$ cat config.mk
export PLATFORM = sky130hd
export DESIGN_NAME = pattern_port
export DESIGN_NICKNAME = d
export VERILOG_FILES = /design/src/logic/pattern_port_pkg.sv /design/src/logic/pattern_port.sv
export VERILOG_INCLUDE_DIRS = /design/src /design/src/logic
export SDC_FILE = /design/constraint.sdc
export NUM_CORES = 1
export LEC_CHECK = 0
export BUFFER_PORTS_ARGS = -buffer_cell sky130_fd_sc_hd__buf_2
export CAP_MARGIN = 20
export CORE_MARGIN = 3
export CORE_UTILIZATION = 44
export CTS_CLUSTER_DIAMETER = 40
export DETAILED_ROUTE_END_ITERATION = 6
export PLACE_DENSITY = 0.7
export SLEW_MARGIN = 40
export SYNTH_ARGS = -nofsm -noshare
export SYNTH_HDL_FRONTEND = slang
export SYNTH_SLANG_ARGS = --single-unit
$ cat constraint.sdc
create_clock -name clk_sys_i -period 5.9 [get_ports clk_sys_i]
set_clock_uncertainty 0.15 [all_clocks]
set_input_delay 1.18 -clock clk_sys_i [delete_from_list [all_inputs] [get_ports clk_sys_i]]
set_output_delay 1.18 -clock clk_sys_i [all_outputs]
set_load 0.02 [all_outputs]
$ cat src/logic/pattern_port_cfg.svh
`ifndef PATTERN_PORT_CFG_SVH
`define PATTERN_PORT_CFG_SVH

// ****************************************************************
// Register byte offsets (low address bits)
// ****************************************************************
`define PP_CTRL_OFS 8'h00
`define PP_STATUS_OFS 8'h04
`define PP_AUX_OFS 8'h08

// ****************************************************************
// Control register fields
// ****************************************************************
`define PP_DIR_LSB 0
`define PP_LEVEL_LSB 4
`define PP_WIDTH_LSB 6
`define PP_CTRL_RST 32'h0000_0000

// ****************************************************************
// Status register fields
// ****************************************************************
`define PP_ST_DRV_LSB 0
`define PP_ST_REJ_BIT 4
`define PP_ST_FILL_LSB 5
`define PP_ST_DI_BIT 7
`define PP_ST_DO_BIT 8

// ****************************************************************
// Aux function register
// ****************************************************************
`define PP_AUX_RST 32'h0000_0000
`define PP_AUX_DI_CLK_LINE 7
`define PP_AUX_DO_CLK_LINE 6

// ****************************************************************
// Bus transfer codes
// ****************************************************************
`define PP_HTRANS_NONSEQ 2'h2
`define PP_HTRANS_SEQ 2'h3

`endif

$ cat src/logic/pattern_port_pkg.sv
package pattern_port_pkg;

    // Sample width selection codes
    typedef enum logic [1:0] {
        WIDTH_8 = 2'b00,
        WIDTH_16 = 2'b01,
        WIDTH_24 = 2'b10,
        WIDTH_32 = 2'b11
    } width_sel_t;

    // Logic level selection codes
    typedef enum logic [1:0] {
        LEVEL_1V8 = 2'b00,
        LEVEL_2V5 = 2'b01,
        LEVEL_3V3 = 2'b10
    } level_sel_t;

    // Aux line role codes
    typedef enum logic [3:0] {
        AUX_NONE = 4'b0000,
        AUX_I2C = 4'b0001,
        AUX_SPI = 4'b0010,
        AUX_HANDSHAKE = 4'b0011,
        AUX_TRIG_IN = 4'b0100,
        AUX_EVENT_OUT = 4'b0101,
        AUX_CLK_IN = 4'b0110,
        AUX_CLK_OUT = 4'b0111
    } aux_role_t;

endpackage

$ cat src/logic/pattern_port.sv
`include "pattern_port_cfg.svh"

module pattern_port
    import pattern_port_pkg::*;
#(
    parameter int GROUPS = 4,
    parameter int AUX_LINES = 8
) (
    input wire logic clk_sys_i,
    input wire logic rstn_i,
    input wire logic ce_i,
    input wire logic hsel_i,
    input wire logic [31:0] haddr_i,
    input wire logic [1:0] htrans_i,
    input wire logic hwrite_i,
    input wire logic [2:0] hsize_i,
    input wire logic [31:0] hwdata_i,
    input wire logic hready_i,
    output logic [31:0] hrdata_o,
    output logic hreadyout_o,
    output logic hresp_o,
    input wire logic [31:0] pad_data_i,
    output logic [31:0] pad_data_o,
    output logic [31:0] pad_data_oe_o,
    input wire logic sample_valid_i,
    input wire logic [31:0] tx_data_i,
    input wire logic tx_valid_i,
    input wire logic di_dma_active_i,
    input wire logic do_dma_active_i,
    output logic [31:0] word_o,
    output logic word_valid_o,
    output logic led_red_o,
    output logic led_green_o,
    output logic [1:0] level_sel_o,
    output logic [31:0] aux_function_line_o
);

    // ****************************************************************
    // Helpers
    // ****************************************************************

    // Bytes carried by one sample of the given width
    function automatic logic [2:0] width_bytes(input logic [1:0] w);
        width_bytes = {1'b0, w} + 3'h1;
    endfunction

    // Groups a width reads: port A always, then B, C, D upward
    function automatic logic [3:0] width_groups(input logic [1:0] w);
        width_groups = 4'hF >> (2'h3 - w);
    endfunction

    // ****************************************************************
    // Bus and register state
    // ****************************************************************
    logic wr_pend_ff, nxt_wr_pend; // Write waiting for its data phase
    logic [7:0] wr_addr_ff, nxt_wr_addr; // Latched write offset
    logic [31:0] hrdata_ff, nxt_hrdata; // Read data for data phase
    logic [3:0] dir_ff, nxt_dir; // Group direction, 1 = output
    logic [1:0] level_ff, nxt_level; // Logic level choice
    logic [1:0] width_ff, nxt_width; // Sample width code
    logic rej_ff, nxt_rej; // Sticky width-rejected flag
    logic [31:0] aux_ff, nxt_aux; // Aux line roles, 4 bits each
    logic width_wr; // Accepted width change, flushes packer
    logic red_ff, nxt_red; // Indicator red element
    logic green_ff, nxt_green; // Indicator green element
    logic [3:0] drv_ff; // Groups actually driving
    logic [1:0] fill_ff; // Bytes held in packer

    logic addr_ok; // Valid address phase this cycle
    logic [3:0] w_dir; // Direction field of write data
    logic [1:0] w_width; // Width field of write data
    aux_role_t role; // Role under check in aux write loop

    // Next values for bus slave and registers
    always_comb begin
        role = AUX_NONE;
        nxt_wr_pend = wr_pend_ff;
        nxt_wr_addr = wr_addr_ff;
        nxt_hrdata = hrdata_ff;
        nxt_dir = dir_ff;
        nxt_level = level_ff;
        nxt_width = width_ff;
        nxt_rej = rej_ff;
        nxt_aux = aux_ff;
        width_wr = 1'b0;
        w_dir = hwdata_i[`PP_DIR_LSB +: 4];
        w_width = hwdata_i[`PP_WIDTH_LSB +: 2];
        addr_ok = hsel_i && hready_i && (htrans_i == `PP_HTRANS_NONSEQ
                  || htrans_i == `PP_HTRANS_SEQ);
        // Data phase of a pending write
        if (wr_pend_ff) begin
            nxt_wr_pend = 1'b0;
            if (wr_addr_ff == `PP_CTRL_OFS) begin
                nxt_dir = w_dir;
                nxt_level = hwdata_i[`PP_LEVEL_LSB +: 2];
                // Width must not reach a group set for output
                if ((width_groups(w_width) & w_dir) != 4'h0) begin
                    nxt_rej = 1'b1;
                end else begin
                    nxt_width = w_width;
                    nxt_rej = 1'b0;
                    width_wr = (w_width != width_ff);
                end
            end else if (wr_addr_ff == `PP_AUX_OFS) begin
                for (int i = 0; i < AUX_LINES; i++) begin
                    role = aux_role_t'(hwdata_i[4*i +: 4]);
                    nxt_aux[4*i +: 4] = role;
                    // Clock roles exist only on their dedicated lines
                    if ((role == AUX_CLK_IN || role == AUX_CLK_OUT) &&
                        i != `PP_AUX_DI_CLK_LINE &&
                        i != `PP_AUX_DO_CLK_LINE) begin
                        nxt_aux[4*i +: 4] = AUX_NONE;
                    end
                end
            end
        end
        // Address phase: capture write, prepare read word
        if (addr_ok) begin
            nxt_wr_pend = hwrite_i;
            nxt_wr_addr = haddr_i[7:0];
            nxt_hrdata = 32'h0000_0000;
            if (!hwrite_i) begin
                if (haddr_i[7:0] == `PP_CTRL_OFS) begin
                    nxt_hrdata[`PP_DIR_LSB +: 4] = nxt_dir;
                    nxt_hrdata[`PP_LEVEL_LSB +: 2] = nxt_level;
                    nxt_hrdata[`PP_WIDTH_LSB +: 2] = nxt_width;
                end else if (haddr_i[7:0] == `PP_STATUS_OFS) begin
                    nxt_hrdata[`PP_ST_DRV_LSB +: 4] = drv_ff;
                    nxt_hrdata[`PP_ST_REJ_BIT] = nxt_rej;
                    nxt_hrdata[`PP_ST_FILL_LSB +: 2] = fill_ff;
                    nxt_hrdata[`PP_ST_DI_BIT] = di_dma_active_i;
                    nxt_hrdata[`PP_ST_DO_BIT] = do_dma_active_i;
                end else if (haddr_i[7:0] == `PP_AUX_OFS) begin
                    nxt_hrdata = nxt_aux;
                end else begin
                    nxt_hrdata = 32'h0000_0000; // Unmapped reads zero
                end
            end
        end
        // Amber shows as both elements lit together
        nxt_red = di_dma_active_i;
        nxt_green = do_dma_active_i;
    end

    // Register bus and configuration state
    always_ff @(posedge clk_sys_i or negedge rstn_i) begin
        if (!rstn_i) begin
            wr_pend_ff <= 1'b0;
            wr_addr_ff <= 8'h00;
            hrdata_ff <= 32'h0000_0000;
            dir_ff <= 4'(`PP_CTRL_RST);
            level_ff <= 2'h0;
            width_ff <= 2'h0;
            rej_ff <= 1'b0;
            aux_ff <= `PP_AUX_RST;
            red_ff <= 1'b0;
            green_ff <= 1'b0;
        end else if (ce_i) begin
            wr_pend_ff <= nxt_wr_pend;
            wr_addr_ff <= nxt_wr_addr;
            hrdata_ff <= nxt_hrdata;
            dir_ff <= nxt_dir;
            level_ff <= nxt_level;
            width_ff <= nxt_width;
            rej_ff <= nxt_rej;
            aux_ff <= nxt_aux;
            red_ff <= nxt_red;
            green_ff <= nxt_green;
        end
    end

    // ****************************************************************
    // Input synchroniser and sample packer
    // ****************************************************************
    logic [31:0] pin_s1_ff, pin_s2_ff; // Two-stage pin synchroniser
    logic [1:0] vld_dly_ff; // Strobe delayed to match data
    logic [23:0] acc_ff, nxt_acc; // Leftover bytes of partial word
    logic [1:0] nxt_fill;
    logic [31:0] word_ff, nxt_word;
    logic word_valid_ff, nxt_word_valid;
    logic [55:0] merged; // Held bytes plus new sample
    logic [31:0] sample; // Masked sample, port A in low byte
    logic [2:0] total; // Bytes after merge

    // Packing next state
    always_comb begin
        nxt_acc = acc_ff;
        nxt_fill = fill_ff;
        nxt_word = word_ff;
        nxt_word_valid = 1'b0;
        // Unused upper groups are masked off the sample
        sample = pin_s2_ff & {{8{width_ff == WIDTH_32}},
                 {8{width_ff >= WIDTH_24}}, {8{width_ff >= WIDTH_16}},
                 8'hFF};
        merged = ({24'h00_0000, sample} << {fill_ff, 3'b000})
                 | {32'h0000_0000, acc_ff};
        total = {1'b0, fill_ff} + width_bytes(width_ff);
        if (width_wr) begin
            nxt_fill = 2'h0; // Drop partial word on width change
            nxt_acc = 24'h00_0000;
        end else if (vld_dly_ff[1]) begin
            if (total >= 3'h4) begin
                nxt_word = merged[31:0];
                nxt_word_valid = 1'b1;
                nxt_acc = merged[55:32];
                nxt_fill = 2'(total - 3'h4);
            end else begin
                nxt_acc = merged[23:0];
                nxt_fill = total[1:0];
            end
        end
    end

    // Packing registers
    always_ff @(posedge clk_sys_i or negedge rstn_i) begin
        if (!rstn_i) begin
            pin_s1_ff <= 32'h0000_0000;
            pin_s2_ff <= 32'h0000_0000;
            vld_dly_ff <= 2'h0;
            acc_ff <= 24'h00_0000;
            fill_ff <= 2'h0;
            word_ff <= 32'h0000_0000;
            word_valid_ff <= 1'b0;
        end else if (ce_i) begin
            pin_s1_ff <= pad_data_i;
            pin_s2_ff <= pin_s1_ff;
            vld_dly_ff <= {vld_dly_ff[0], sample_valid_i};
            acc_ff <= nxt_acc;
            fill_ff <= nxt_fill;
            word_ff <= nxt_word;
            word_valid_ff <= nxt_word_valid;
        end
    end

    // ****************************************************************
    // Output drive
    // ****************************************************************
    logic [3:0] nxt_drv;
    logic [31:0] out_ff, nxt_out; // Pattern data on the pins
    logic [31:0] oe_ff, nxt_oe;

    // A group drives only once output data has arrived for it
    always_comb begin
        nxt_out = tx_valid_i ? tx_data_i : out_ff;
        for (int g = 0; g < GROUPS; g++) begin
            nxt_drv[g] = dir_ff[g] && (drv_ff[g] || tx_valid_i);
            nxt_oe[8*g +: 8] = {8{nxt_drv[g]}};
        end
    end

    // Output registers
    always_ff @(posedge clk_sys_i or negedge rstn_i) begin
        if (!rstn_i) begin
            drv_ff <= 4'h0;
            out_ff <= 32'h0000_0000;
            oe_ff <= 32'h0000_0000;
        end else if (ce_i) begin
            drv_ff <= nxt_drv;
            out_ff <= nxt_out;
            oe_ff <= nxt_oe;
        end
    end

    // ****************************************************************
    // Port hookup
    // ****************************************************************
    assign hrdata_o = hrdata_ff;
    assign hreadyout_o = rstn_i | 1'b1;
    assign hresp_o = 1'b0;
    assign pad_data_o = out_ff;
    assign pad_data_oe_o = oe_ff;
    assign word_o = word_ff;
    assign word_valid_o = word_valid_ff;
    assign led_red_o = red_ff;
    assign led_green_o = green_ff;
    assign level_sel_o = level_ff;
    assign aux_function_line_o = aux_ff;

endmodule

Yosys cells after proc, flatten, opt, wreduce, memory -nomap -nowiden
Cells that the tools add are included.
{"block": "totals", "wordCells": 115, "inputBits": 143, "out_inout_bits": 167, "ff_bits": 270}
{"block": "classes", "order_cmp": 3, "shifts": 2, "n_bitwise": 4, "add_sub_neg": 4, "eq_ne": 19, "n_mux": 38, "reduce_logical": 25}
{"operator": "32-bit 2-to-1 mux", "count": 5}
{"operator": "24-bit 2-to-1 mux", "count": 4}
{"operator": "56-bit by 24-bit OR with 56-bit output", "count": 1}
{"operator": "32-bit by 5-bit << shifter with 56-bit output", "count": 1}
{"operator": "4-bit by 3-bit == test with 1-bit output (second input constant)", "count": 12}
{"operator": "32-bit bitwise AND", "count": 1}
{"operator": "4-bit 2-to-1 mux", "count": 8}
{"operator": "23-bit 2-to-1 mux", "count": 1}
{"operator": "8-bit by 4-bit == test with 1-bit output (second input constant)", "count": 2}
{"operator": "8-bit zero test", "count": 2}
{"operator": "2-bit 2-to-1 mux", "count": 8}
{"operator": "1-bit logical OR", "count": 11}
{"operator": "1-bit 2-to-1 mux", "count": 10}
{"operator": "9-bit 2-to-1 mux", "count": 1}
{"operator": "8-bit by 3-bit == test with 1-bit output (second input constant)", "count": 1}
{"operator": "8-bit 2-to-1 mux", "count": 1}
{"operator": "2-bit == test (second input constant)", "count": 3}
{"operator": "1-bit logical AND", "count": 6}
{"operator": "2-bit AND reduction", "count": 3}
{"operator": "4-bit bitwise AND", "count": 1}
{"operator": "4-bit AND reduction", "count": 1}
{"operator": "4-bit nonzero test", "count": 1}
{"operator": "4-bit by 2-bit >> shifter with 4-bit output (first input constant)", "count": 1}
{"operator": "2-bit by 1-bit adder with 3-bit output (second input constant)", "count": 1}
{"operator": "9 further kinds", "count": 9}

Longest topological paths before layout
Gate-level depths: netlist (run 1).
{"block": "depth", "depth_word": 10, "ltp_mapped": 11, "ltp_nobuf": 9}

Worst setup path before layout (run 1)
OpenSTA, ideal clock, no wires.
{"block": "synth_timing", "path_type": "input to register", "from": "input port hwdata_i[7]", "to": "register hrdata_ff[4], in the netlist hrdata_o[4]", "t_arrival_ns": 2.537, "path_stages": 8, "n_path_buf": 2, "setup_slack_ns": 3.092, "required_time_ns": 5.628, "setup_time_ns": 0.122, "path_cell_list": "buf_6 -> a21o_1 -> a211oi_4 -> and2_1 -> buf_4 -> o21ai_2 -> a22o_1 -> a32o_1"}
{"block": "synth_via", "elab_chain_cells": 10, "word_cells_on_any_way": 18, "cone_classes": "1 x add/sub; 2 x eq/ne; 1 x shift; 11 x mux; 1 x bitwise; 2 x reduce/logical"}
{"element": "from (decl)", "line": "pattern_port.sv:17", "text": "input wire logic [31:0] hwdata_i,"}
{"element": "2-bit subtractor / 4-bit by 3-bit == test with 1-bit output (equally long branches)", "line": "pattern_port.sv:49, pattern_port.sv:109"}
{"element": "4-bit by 2-bit >> shifter with 4-bit output / 1-bit logical OR (equally long branches)", "line": "pattern_port.sv:49, pattern_port.sv:109"}
{"element": "4-bit bitwise AND / 4-bit 2-to-1 mux (equally long branches)", "line": "pattern_port.sv:97, pattern_port.sv:109"}
{"element": "4-bit nonzero test / 32-bit 2-to-1 mux (equally long branches)", "line": "pattern_port.sv:97, pattern_port.sv:104"}
{"element": "1-bit 2-to-1 mux / 32-bit 2-to-1 mux (equally long branches)", "line": "pattern_port.sv:97, pattern_port.sv:93"}
{"element": "1-bit 2-to-1 mux / 32-bit 2-to-1 mux (equally long branches)", "line": "pattern_port.sv:93, pattern_port.sv:91"}
{"element": "1-bit 2-to-1 mux / 32-bit 2-to-1 mux (equally long branches)", "line": "pattern_port.sv:91, pattern_port.sv:133"}
{"element": "9-bit 2-to-1 mux (*)", "line": "pattern_port.sv:127", "text": "end else if (haddr_i[7:0] == `PP_STATUS_OFS) begin"}
{"element": "8-bit 2-to-1 mux (*)", "line": "pattern_port.sv:123", "text": "if (haddr_i[7:0] == `PP_CTRL_OFS) begin"}
{"element": "32-bit 2-to-1 mux (*)", "line": "pattern_port.sv:122", "text": "if (!hwrite_i) begin"}
{"element": "to (signal assigned)", "line": "pattern_port.sv:161", "text": "hrdata_ff <= nxt_hrdata;"}
{"element": "to (decl)", "line": "pattern_port.sv:57", "text": "logic [31:0] hrdata_ff, nxt_hrdata;"}
Mark *: on every way between the ends. The rest lies on a longest branch, timed or not.
A chain may end at the register's enable or synchronous reset.

Worst setup path after layout (run 1)
{"block": "layout_timing", "from": "register fill_ff[0]", "to": "register acc_ff[17]"}
{"block": "layout_via", "elab_chain_cells": 5, "word_cells_on_any_way": 7, "cone_classes": "1 x add/sub; 1 x order compare; 1 x shift; 3 x mux; 1 x bitwise"}
{"element": "from (decl)", "line": "pattern_port.sv:67", "text": "logic [1:0] fill_ff;"}
{"element": "from (signal assigned)", "line": "pattern_port.sv:229", "text": "fill_ff <= nxt_fill;"}
{"element": "2-bit by 3-bit adder with 3-bit output / 32-bit by 5-bit << shifter with 56-bit output (equally long branches)", "line": "pattern_port.sv:197, pattern_port.sv:195"}
{"element": "3-bit >= comparator / 56-bit by 24-bit OR with 56-bit output (equally long branches)", "line": "pattern_port.sv:202, pattern_port.sv:196"}
{"element": "24-bit 2-to-1 mux (*)", "line": "pattern_port.sv:202", "text": "if (total >= 3'h4) begin"}
{"element": "24-bit 2-to-1 mux (*)", "line": "pattern_port.sv:201", "text": "end else if (vld_dly_ff[1]) begin"}
{"element": "24-bit 2-to-1 mux (*)", "line": "pattern_port.sv:198", "text": "if (width_wr) begin"}
{"element": "to (signal assigned)", "line": "pattern_port.sv:228", "text": "acc_ff <= nxt_acc;"}
{"element": "to (decl)", "line": "pattern_port.sv:177", "text": "logic [23:0] acc_ff, nxt_acc;"}
Mark *: on every way between the ends. The rest lies on a longest branch, timed or not. The select of a mux whose other input is x is not followed.

==> results.md, run 1 <==
* Main area contributors after synthesis: sky130_fd_sc_hd__dfrtp_1 (56%), sky130_fd_sc_hd__mux2_2 (14%), sky130_fd_sc_hd__a21oi_1 (3.4%), sky130_fd_sc_hd__nor2_1 (3.0%), sky130_fd_sc_hd__o21ai_0 (3.0%)
* Signal arrival time at the worst endpoint at 3.98 ns
* Average footprint of a synthesized cell at 11.5 µm²
* Wire length per cell at around 18 µm
* Vias per cell at 5.38
* Post-DRT Antenna Nets at 0
* Post-detailed-placement cell area at 0.0124 mm²
* Post-synthesis to final-layout area growth at 24.6%
* Count of unique library cells instantiated by Yosys at 50
* Startpoint of the lowest-slack register-to-register path: fill_ff[0]$_DFFE_PN0P_
* Post-detailed-route DRC marker count at 0
* Launch point of the critical path: fill_ff[0]$_DFFE_PN0P_
* Number of pins exceeding their max-slew limit in the final report at 0
* Nets at roughly 1.3k
* Final hold violation count at 0
* Most Frequent Cell on Critical Path: sky130_fd_sc_hd__nand2_1
* Syn_nets at between 1k and 1.5k
* Via Count at 8,332
* Buffers inserted during post-CTS setup optimization at 0
* Cell depth of the worst hold path at 2
* Run status: finished clean
* Count of H-tree levels built during CTS at 2
* Count of flip-flops with a built-in enable after synthesis at 0
* Seq cells post-synth at 245
* Total GRT Usage at roughly a fifth
* Post-synth top flop: sky130_fd_sc_hd__dfrtp_1
* Remaining global-route overflow at 0
* Port bufs at 279
* Layout cells sized above 1 at 41.2%
* Starting Density at 45.0%
* Hold bufs inserted after CTS at 0
* Relative slew slack at 43.4%
* Minimum clock period at 3.70 ns
* Warnings from Yosys at 0
* Most frequently used cell type in the post-synthesis netlist: sky130_fd_sc_hd__dfrtp_1
* Transition time at the pin with the least slew margin at 0.842 ns
* Combined area of all synthesized cells at 0.0110 mm²
* Ports at slightly above 300
* Critical path class: reg2reg
* Sum of negative setup slack at 0 ns
* Depth of the worst register-to-register path at 9
* Cell area power density at 420 mW/mm²
* Final weighted congestion of routability-driven global placement at 0.875
* Worst-case clock buffer depth at 3
* Post-synth top area share at 55.9%
* Number of resized instances in the post-cts repair step at 0
* Final WL at approximately 29 mm
* Setup violation total in the final timing report at 0
* Number of violations reported at the end of detailed-routing iteration 0 at around 620
* Worst setup endpoint: acc_ff[17]$_DFFE_PN0P_
* Total of max-cap violations at 0
* Largest delay contributor family on the critical path: simple AND/OR/NAND/NOR gates
* Number of optimization iterations in the first detailed-route pass at 5
* Classification of the worst-slack hold path: reg2reg
* Cell chain of the critical path: clkinv_1 > ha_1 > inv_1 > fa_1 > nand2_1 > nor2_1 > nand2_1 > o21ai_0 > a22o_1
* Clock-pin slew reported for the worst setup and hold paths after clock tree synthesis at around 0.06 ns
* Total CTS buffers at 37
* Overall die height at 164 µm
* Peak fanout along the critical path at 31
* Slack of the worst reg-to-reg path at 2.20 ns
* Critical path buffer and inverter count at 2
* Reg2Reg Capture Point: acc_ff[17]$_DFFE_PN0P_
* Type of origin of the critical path: flop
* Final HPWL from detailed placement at between 15 and 20 mm
* Buffer type at the clock tree root: sky130_fd_sc_hd__clkbuf_16
* Cell count after synthesis at 958
* Pin count of the biggest net entering global routing at about 110
* CTS tree: done
* Maximum clock frequency at ~270 MHz
* Inserted Diodes at 0
* Horizontal die dimension at 164 µm
* Row Count at 57
* Final worst-path cycle share at 62.7%
* Setup repair after global routing missed its margin: no
* Area of the core at about 0.024 mm²
* Data required, critical path at between 6 and 7 ns
* Static Leak at 6.42 nW
* Wire length of the first global-routing pass at 45.3 mm
* Async S/R FF share, synth at 100%
* Number of antenna violations at the first check in global routing at 2
* Sequential cell area fraction in the yosys report at 55.9%
* CP peak stage delay at 0.71 ns
* Most frequent cells after synthesis: sky130_fd_sc_hd__dfrtp_1 (245), sky130_fd_sc_hd__mux2_2 (141), sky130_fd_sc_hd__nor2_1 (87)
* Cell type contributing the most total cell area after synthesis: sky130_fd_sc_hd__dfrtp_1
* # clock sinks at 245
* Summed area of non-filler cells in the final layout at roughly 0.014 mm²
* CP Capture Type: flop
* Via count of the first global-routing pass at 8,191
* Clock latency at the later pin of the worst-skew pair at around 0.50 ns
* Logic depth of the worst path, buffers included at 9
* Crit-path slowest cell: sky130_fd_sc_hd__dfrtp_2
* Die ar. at approximately 0.027 mm²
* Worst vdd rail ir drop at 0.230 mV
[metrics by stage]
step | setup WS [ns] | std cells | utilization, % | hold slack [ns] | total power, W
floorplan | 3.09 | 958 | - | 0.298 | 0.00308
global placement | 1.93 | 1484 | 50.7 | 0.308 | 0.00350
detailed placement | 2.24 | 1484 | 50.7 | 0.315 | 0.00354
CTS | 2.29 | 1548 | 55.9 | 0.328 | 0.00579
global route | 1.91 | 1549 | 56.1 | 0.352 | 0.00603
finish | 2.20 | 1549 | 56.1 | 0.324 | 0.00574
[cell type report]
| class | instances | area, µm² |
|---|---|---|
| well taps | 324 | 405 |
| clock buffers | 43 | 988 |
| multi-input cells | 602 | 4250 |
| repair buffers | 290 | 1520 |
| flip-flops and latches | 245 | 6130 |
| fillers | 2069 | 10700 |
| inverters | 24 | 90.1 |
| clock inverters | 21 | 278 |
[worst min-delay path by stage]
stage | start | end | slack, ns
CTS | hrdata_o[31]$_DFFE_PN0P_ | hrdata_o[31]$_DFFE_PN0P_ | 0.33
global route | dir_ff[2]$_DFFE_PN0P_ | dir_ff[2]$_DFFE_PN0P_ | 0.35
finish | hrdata_o[9]$_DFFE_PN0P_ | hrdata_o[9]$_DFFE_PN0P_ | 0.32
global placement | hrdata_o[10]$_DFFE_PN0P_ | hrdata_o[10]$_DFFE_PN0P_ | 0.31
detailed placement | hrdata_o[31]$_DFFE_PN0P_ | hrdata_o[31]$_DFFE_PN0P_ | 0.31
floorplan | wr_pend_ff$_DFFE_PN0P_ | wr_pend_ff$_DFFE_PN0P_ | 0.30
[worst register-to-register path, stage by stage (launching register included)]
cell                       delay (ns)
sky130_fd_sc_hd__dfrtp_2         0.71
sky130_fd_sc_hd__clkinv_1        0.45
sky130_fd_sc_hd__ha_1            0.31
sky130_fd_sc_hd__inv_1           0.06
sky130_fd_sc_hd__fa_1            0.61
sky130_fd_sc_hd__nand2_1         0.43
sky130_fd_sc_hd__nor2_1          0.54
sky130_fd_sc_hd__nand2_1         0.12
sky130_fd_sc_hd__o21ai_0         0.11
sky130_fd_sc_hd__a22o_1          0.15
[flip-flops by register name, indices dropped and copies added, names as in the netlist, 2 cells and up]
name / count
aux_function_line_o: 32
hrdata_o: 32
pad_data_o: 32
pin_s1_ff: 32
pin_s2_ff: 32
word_o: 32
acc_ff: 24
wr_addr_ff: 8
dir_ff: 4
drv_ff: 4
fill_ff: 2
level_sel_o: 2
vld_dly_ff: 2
width_ff: 2
[per-layer routing]
| layer | global-route usage [%] | up-vias | part of all wire [%] |
|---|---|---|---|
| met5 | 0 | - | 0.095 |
| met3 | 4.64 | 60 | 8.1 |
| li1 | - | 3862 | - |
| met1 | 29.7 | 4066 | 44 |
| met4 | 6.81 | 4 | 2.5 |
| met2 | 32.9 | 340 | 46 |
[power by group]
group	internal (W)	switching, W	leakage [nW]
combinational	0.000523	0.000775	2.75
sequential	0.00199	0.000226	3.05
clock	0.00143	0.000796	0.614
total	0.00395	0.00180	6.42
[logic make-up (layout without fill, tap and decap cells)]
kind of cell	after synthesis	count (layout)	share of synthesized area, %
compound gates	248	248	14.6
xor+xnor	2	2	0.160
other cells	2	2	0.0684
mux	167	167	16.8
fa+ha+maj	2	2	0.296
flops	245	245	55.9
buf+inv	111	378	5.46
simple gates	181	181	6.69
[cells in the final DEF, fill, tap and decap left out, types with 2 or more instances in the layout]
cell type,count
sky130_fd_sc_hd__o311a_1,5
sky130_fd_sc_hd__nor2_1,87
sky130_fd_sc_hd__o21ai_0,65
sky130_fd_sc_hd__clkbuf_16,37
sky130_fd_sc_hd__o221ai_1,2
sky130_fd_sc_hd__nand2_1,77
sky130_fd_sc_hd__conb_1,2
sky130_fd_sc_hd__and3_1,4
sky130_fd_sc_hd__clkinv_2,4
sky130_fd_sc_hd__a21o_1,2
sky130_fd_sc_hd__clkbuf_1,2
sky130_fd_sc_hd__a311oi_1,7
sky130_fd_sc_hd__o22ai_1,8
sky130_fd_sc_hd__clkinvlp_4,4
sky130_fd_sc_hd__a21oi_1,74
sky130_fd_sc_hd__o21ai_1,9
sky130_fd_sc_hd__a22oi_1,18
sky130_fd_sc_hd__inv_8,3
sky130_fd_sc_hd__a22o_1,36
sky130_fd_sc_hd__mux2i_1,26
sky130_fd_sc_hd__o211ai_1,2
sky130_fd_sc_hd__clkinv_4,3
sky130_fd_sc_hd__clkbuf_8,4
sky130_fd_sc_hd__mux2_2,141
sky130_fd_sc_hd__buf_4,10
sky130_fd_sc_hd__dfrtp_1,244
sky130_fd_sc_hd__a32o_1,5
sky130_fd_sc_hd__inv_6,2
sky130_fd_sc_hd__inv_1,23
sky130_fd_sc_hd__buf_2,277
sky130_fd_sc_hd__o31ai_1,2
sky130_fd_sc_hd__xnor2_1,2
sky130_fd_sc_hd__and2_1,3
sky130_fd_sc_hd__bufinv_16,5
sky130_fd_sc_hd__a2bb2oi_1,2
No activity file was read; power rests on OpenSTA's default activity.
==> run 2: changes to the inputs <==
==> constraint.sdc (replaced) <==
create_clock -name clk_sys_i -period 3.5 [get_ports clk_sys_i]
set_clock_uncertainty 0.15 [all_clocks]
set_input_delay 0.7 -clock clk_sys_i [delete_from_list [all_inputs] [get_ports clk_sys_i]]
set_output_delay 0.7 -clock clk_sys_i [all_outputs]
set_load 0.02 [all_outputs]
==> results.md, run 2 (synthesis gave the netlist of run 1 again) <==
* Run status: finished clean
* Leading cell types in the layout, fill and taps excluded: sky130_fd_sc_hd__buf_2 (277), sky130_fd_sc_hd__dfrtp_1 (245), sky130_fd_sc_hd__mux2_2 (141)
* Remaining global-route overflow at 0
* CTS tree: done
* Final core occ at 55.9%
* Post-detailed-route DRC marker count at 0
* Final weighted congestion of routability-driven global placement at 0.846
* Pin count of the biggest net entering global routing at 90
* Wire length per cell at 18.4 µm
* Port bufs at 279
* Row Count at 57
* Classification of the worst-slack hold path: in2reg
* Horizontal die dimension at about 160 µm
* Total area of multi-input combinational cells at 0.00425 mm²
* CP peak stage delay at between 0.5 and 0.6 ns
* Maximum clock frequency at 391 MHz
* Buffers inserted during post-CTS setup optimization at 0
* Peak fanout along the critical path at 9
* Final worst-path cycle share at approximately three quarters
* Die ar. at 0.0269 mm²
* Critical path buffer and inverter count at 2
* Starting Density at 45.0%
* Signal arrival time at the worst endpoint at about 2.8 ns
* Total GRT Usage at between 20% and 30%
* Number of violations reported at the end of detailed-routing iteration 0 at 686
* Sum of negative setup slack at 0 ns
* # clock sinks at 245
* Storage element area at about 0.006 mm²
* Total of max-cap violations at 0
* Fillcell total at 2,164
* Worst-case clock buffer depth at 3
* Final standard cell count with taps included and fillers excluded at 1,557
* Via Count at approximately 8.4k
* Via count of the first global-routing pass at 8,273
* Ports at 310
* Most common library cell in the layout ignoring fill and taps: sky130_fd_sc_hd__buf_2
* Clock latency at the later pin of the worst-skew pair at 0.50 ns
* Post-synthesis to final-layout area growth at 24.3%
* Setup violation total in the final timing report at 0
* Count of H-tree levels built during CTS at 2
* Post-detailed-placement cell area at approximately 0.012 mm²
* Post-DRT Antenna Nets at 0
* Final HPWL from detailed placement at ~20 mm
* Static Leak at 6.42 nW
* Inserted Diodes at 0
* Total CTS buffers at 36
* Type of origin of the critical path: flop
* Placed Cells at 1,493
* Cell chain of the critical path: clkinv_1 > ha_1 > inv_1 > fa_1 > nand2_1 > nor2_1 > nand2_1 > o21ai_0 > a22o_1
* Number of resized instances in the post-cts repair step at 0
* Nets at 1,353
* Crit-path slowest cell: sky130_fd_sc_hd__nor2_1
* CP Capture Type: flop
* Transition time at the pin with the least slew margin at 0.695 ns
* Overall die height at around 160 µm
* Vias per cell at 5.39
* Worst hold margin at 0.274 ns
* Data required, critical path at between 3 and 4 ns
* Layout cells sized above 1 at 41.4%
* Most Frequent Cell on Critical Path: sky130_fd_sc_hd__nand2_1
* Cell area power density at 693 mW/mm²
* Wire length of the first global-routing pass at 45.0 mm
* Setup repair after global routing missed its margin: no
* Critical path class: reg2reg
* Clock-pin slew reported for the worst setup and hold paths after clock tree synthesis at 0.05 ns
* Final WL at 28.6 mm
* Largest delay contributor family on the critical path: simple AND/OR/NAND/NOR gates
* Summed area of non-filler cells in the final layout at 0.0136 mm²
* Number of antenna violations at the first check in global routing at 2
* Minimum clock period at 2.56 ns
* Buffer type at the clock tree root: sky130_fd_sc_hd__clkbuf_16
* Area of the core at about 0.024 mm²
* Worst vdd rail ir drop at 0.363 mV
* Final hold violation count at 0
* Hold bufs inserted after CTS at 1
* Relative slew slack at around 54%
* Number of optimization iterations in the first detailed-route pass at 6
* Number of pins exceeding their max-slew limit in the final report at 0
run 2: layout make-up:
cell class              instances  area share, %
multi-input cells             602           31.1
inverters                      24          0.660
repair buffers                299           11.6
clock inverters                18           1.29
well taps                     324           2.97
flip-flops and latches        245           44.9
clock buffers                  45           7.37
run 2: per-layer routing:
metal	vias to the layer above	global-route usage [%]	wire [µm]	part of all wire (%)
met1	4129	29.1	12600	44
met5	-	0	23	0.080
met2	318	32.8	13000	46
met3	58	4.62	2160	7.6
met4	4	7.54	787	2.8
li1	3879	-	-	-
run 2: worst paths after layout:
path | depth (start not counted) | slack, ns | endpoint | startpoint
min in group asynchronous | 2 | 0.56 | word_o[15]$_DFFE_PN0P_ | rstn_i
max in group asynchronous | 3 | 1.70 | aux_function_line_o[3]$_DFFE_PN0P_ | rstn_i
worst max register to register | 9 | 0.94 | acc_ff[19]$_DFFE_PN0P_ | fill_ff[0]$_DFFE_PN0P_
worst min-delay path | 2 | 0.27 | pad_data_o[4]$_DFFE_PN0P_ | tx_data_i[4]
worst min register to register | 2 | 0.32 | hrdata_o[21]$_DFFE_PN0P_ | hrdata_o[21]$_DFFE_PN0P_
worst max-delay path | 9 | 0.94 | acc_ff[19]$_DFFE_PN0P_ | fill_ff[0]$_DFFE_PN0P_
run 2: power breakdown:
group	switching, W	internal [W]
clock	0.00130	0.00220
sequential	0.000344	0.00336
combinational	0.00135	0.000895
total	0.00300	0.00645
run 2: through the flow:
stage / total power [W] / setup slack (ns)
after global routing: 0.00996 / 0.771
after CTS: 0.00954 / 0.961
after global placement: 0.00593 / 0.742
after detailed placement: 0.00599 / 0.925
after floorplan: 0.00519 / 1.03
final: 0.00945 / 0.940
run 2: worst reg2reg max path, delay by kind of cell (launching register included):
kind	cells	cell delay, ns
AO/OA/AOI/OAI	2	0.25
adder cells (fa/ha/maj)	2	0.50
buffers and inverters	2	0.32
flip-flops	1	0.34
AND/OR/NAND/NOR	3	0.93
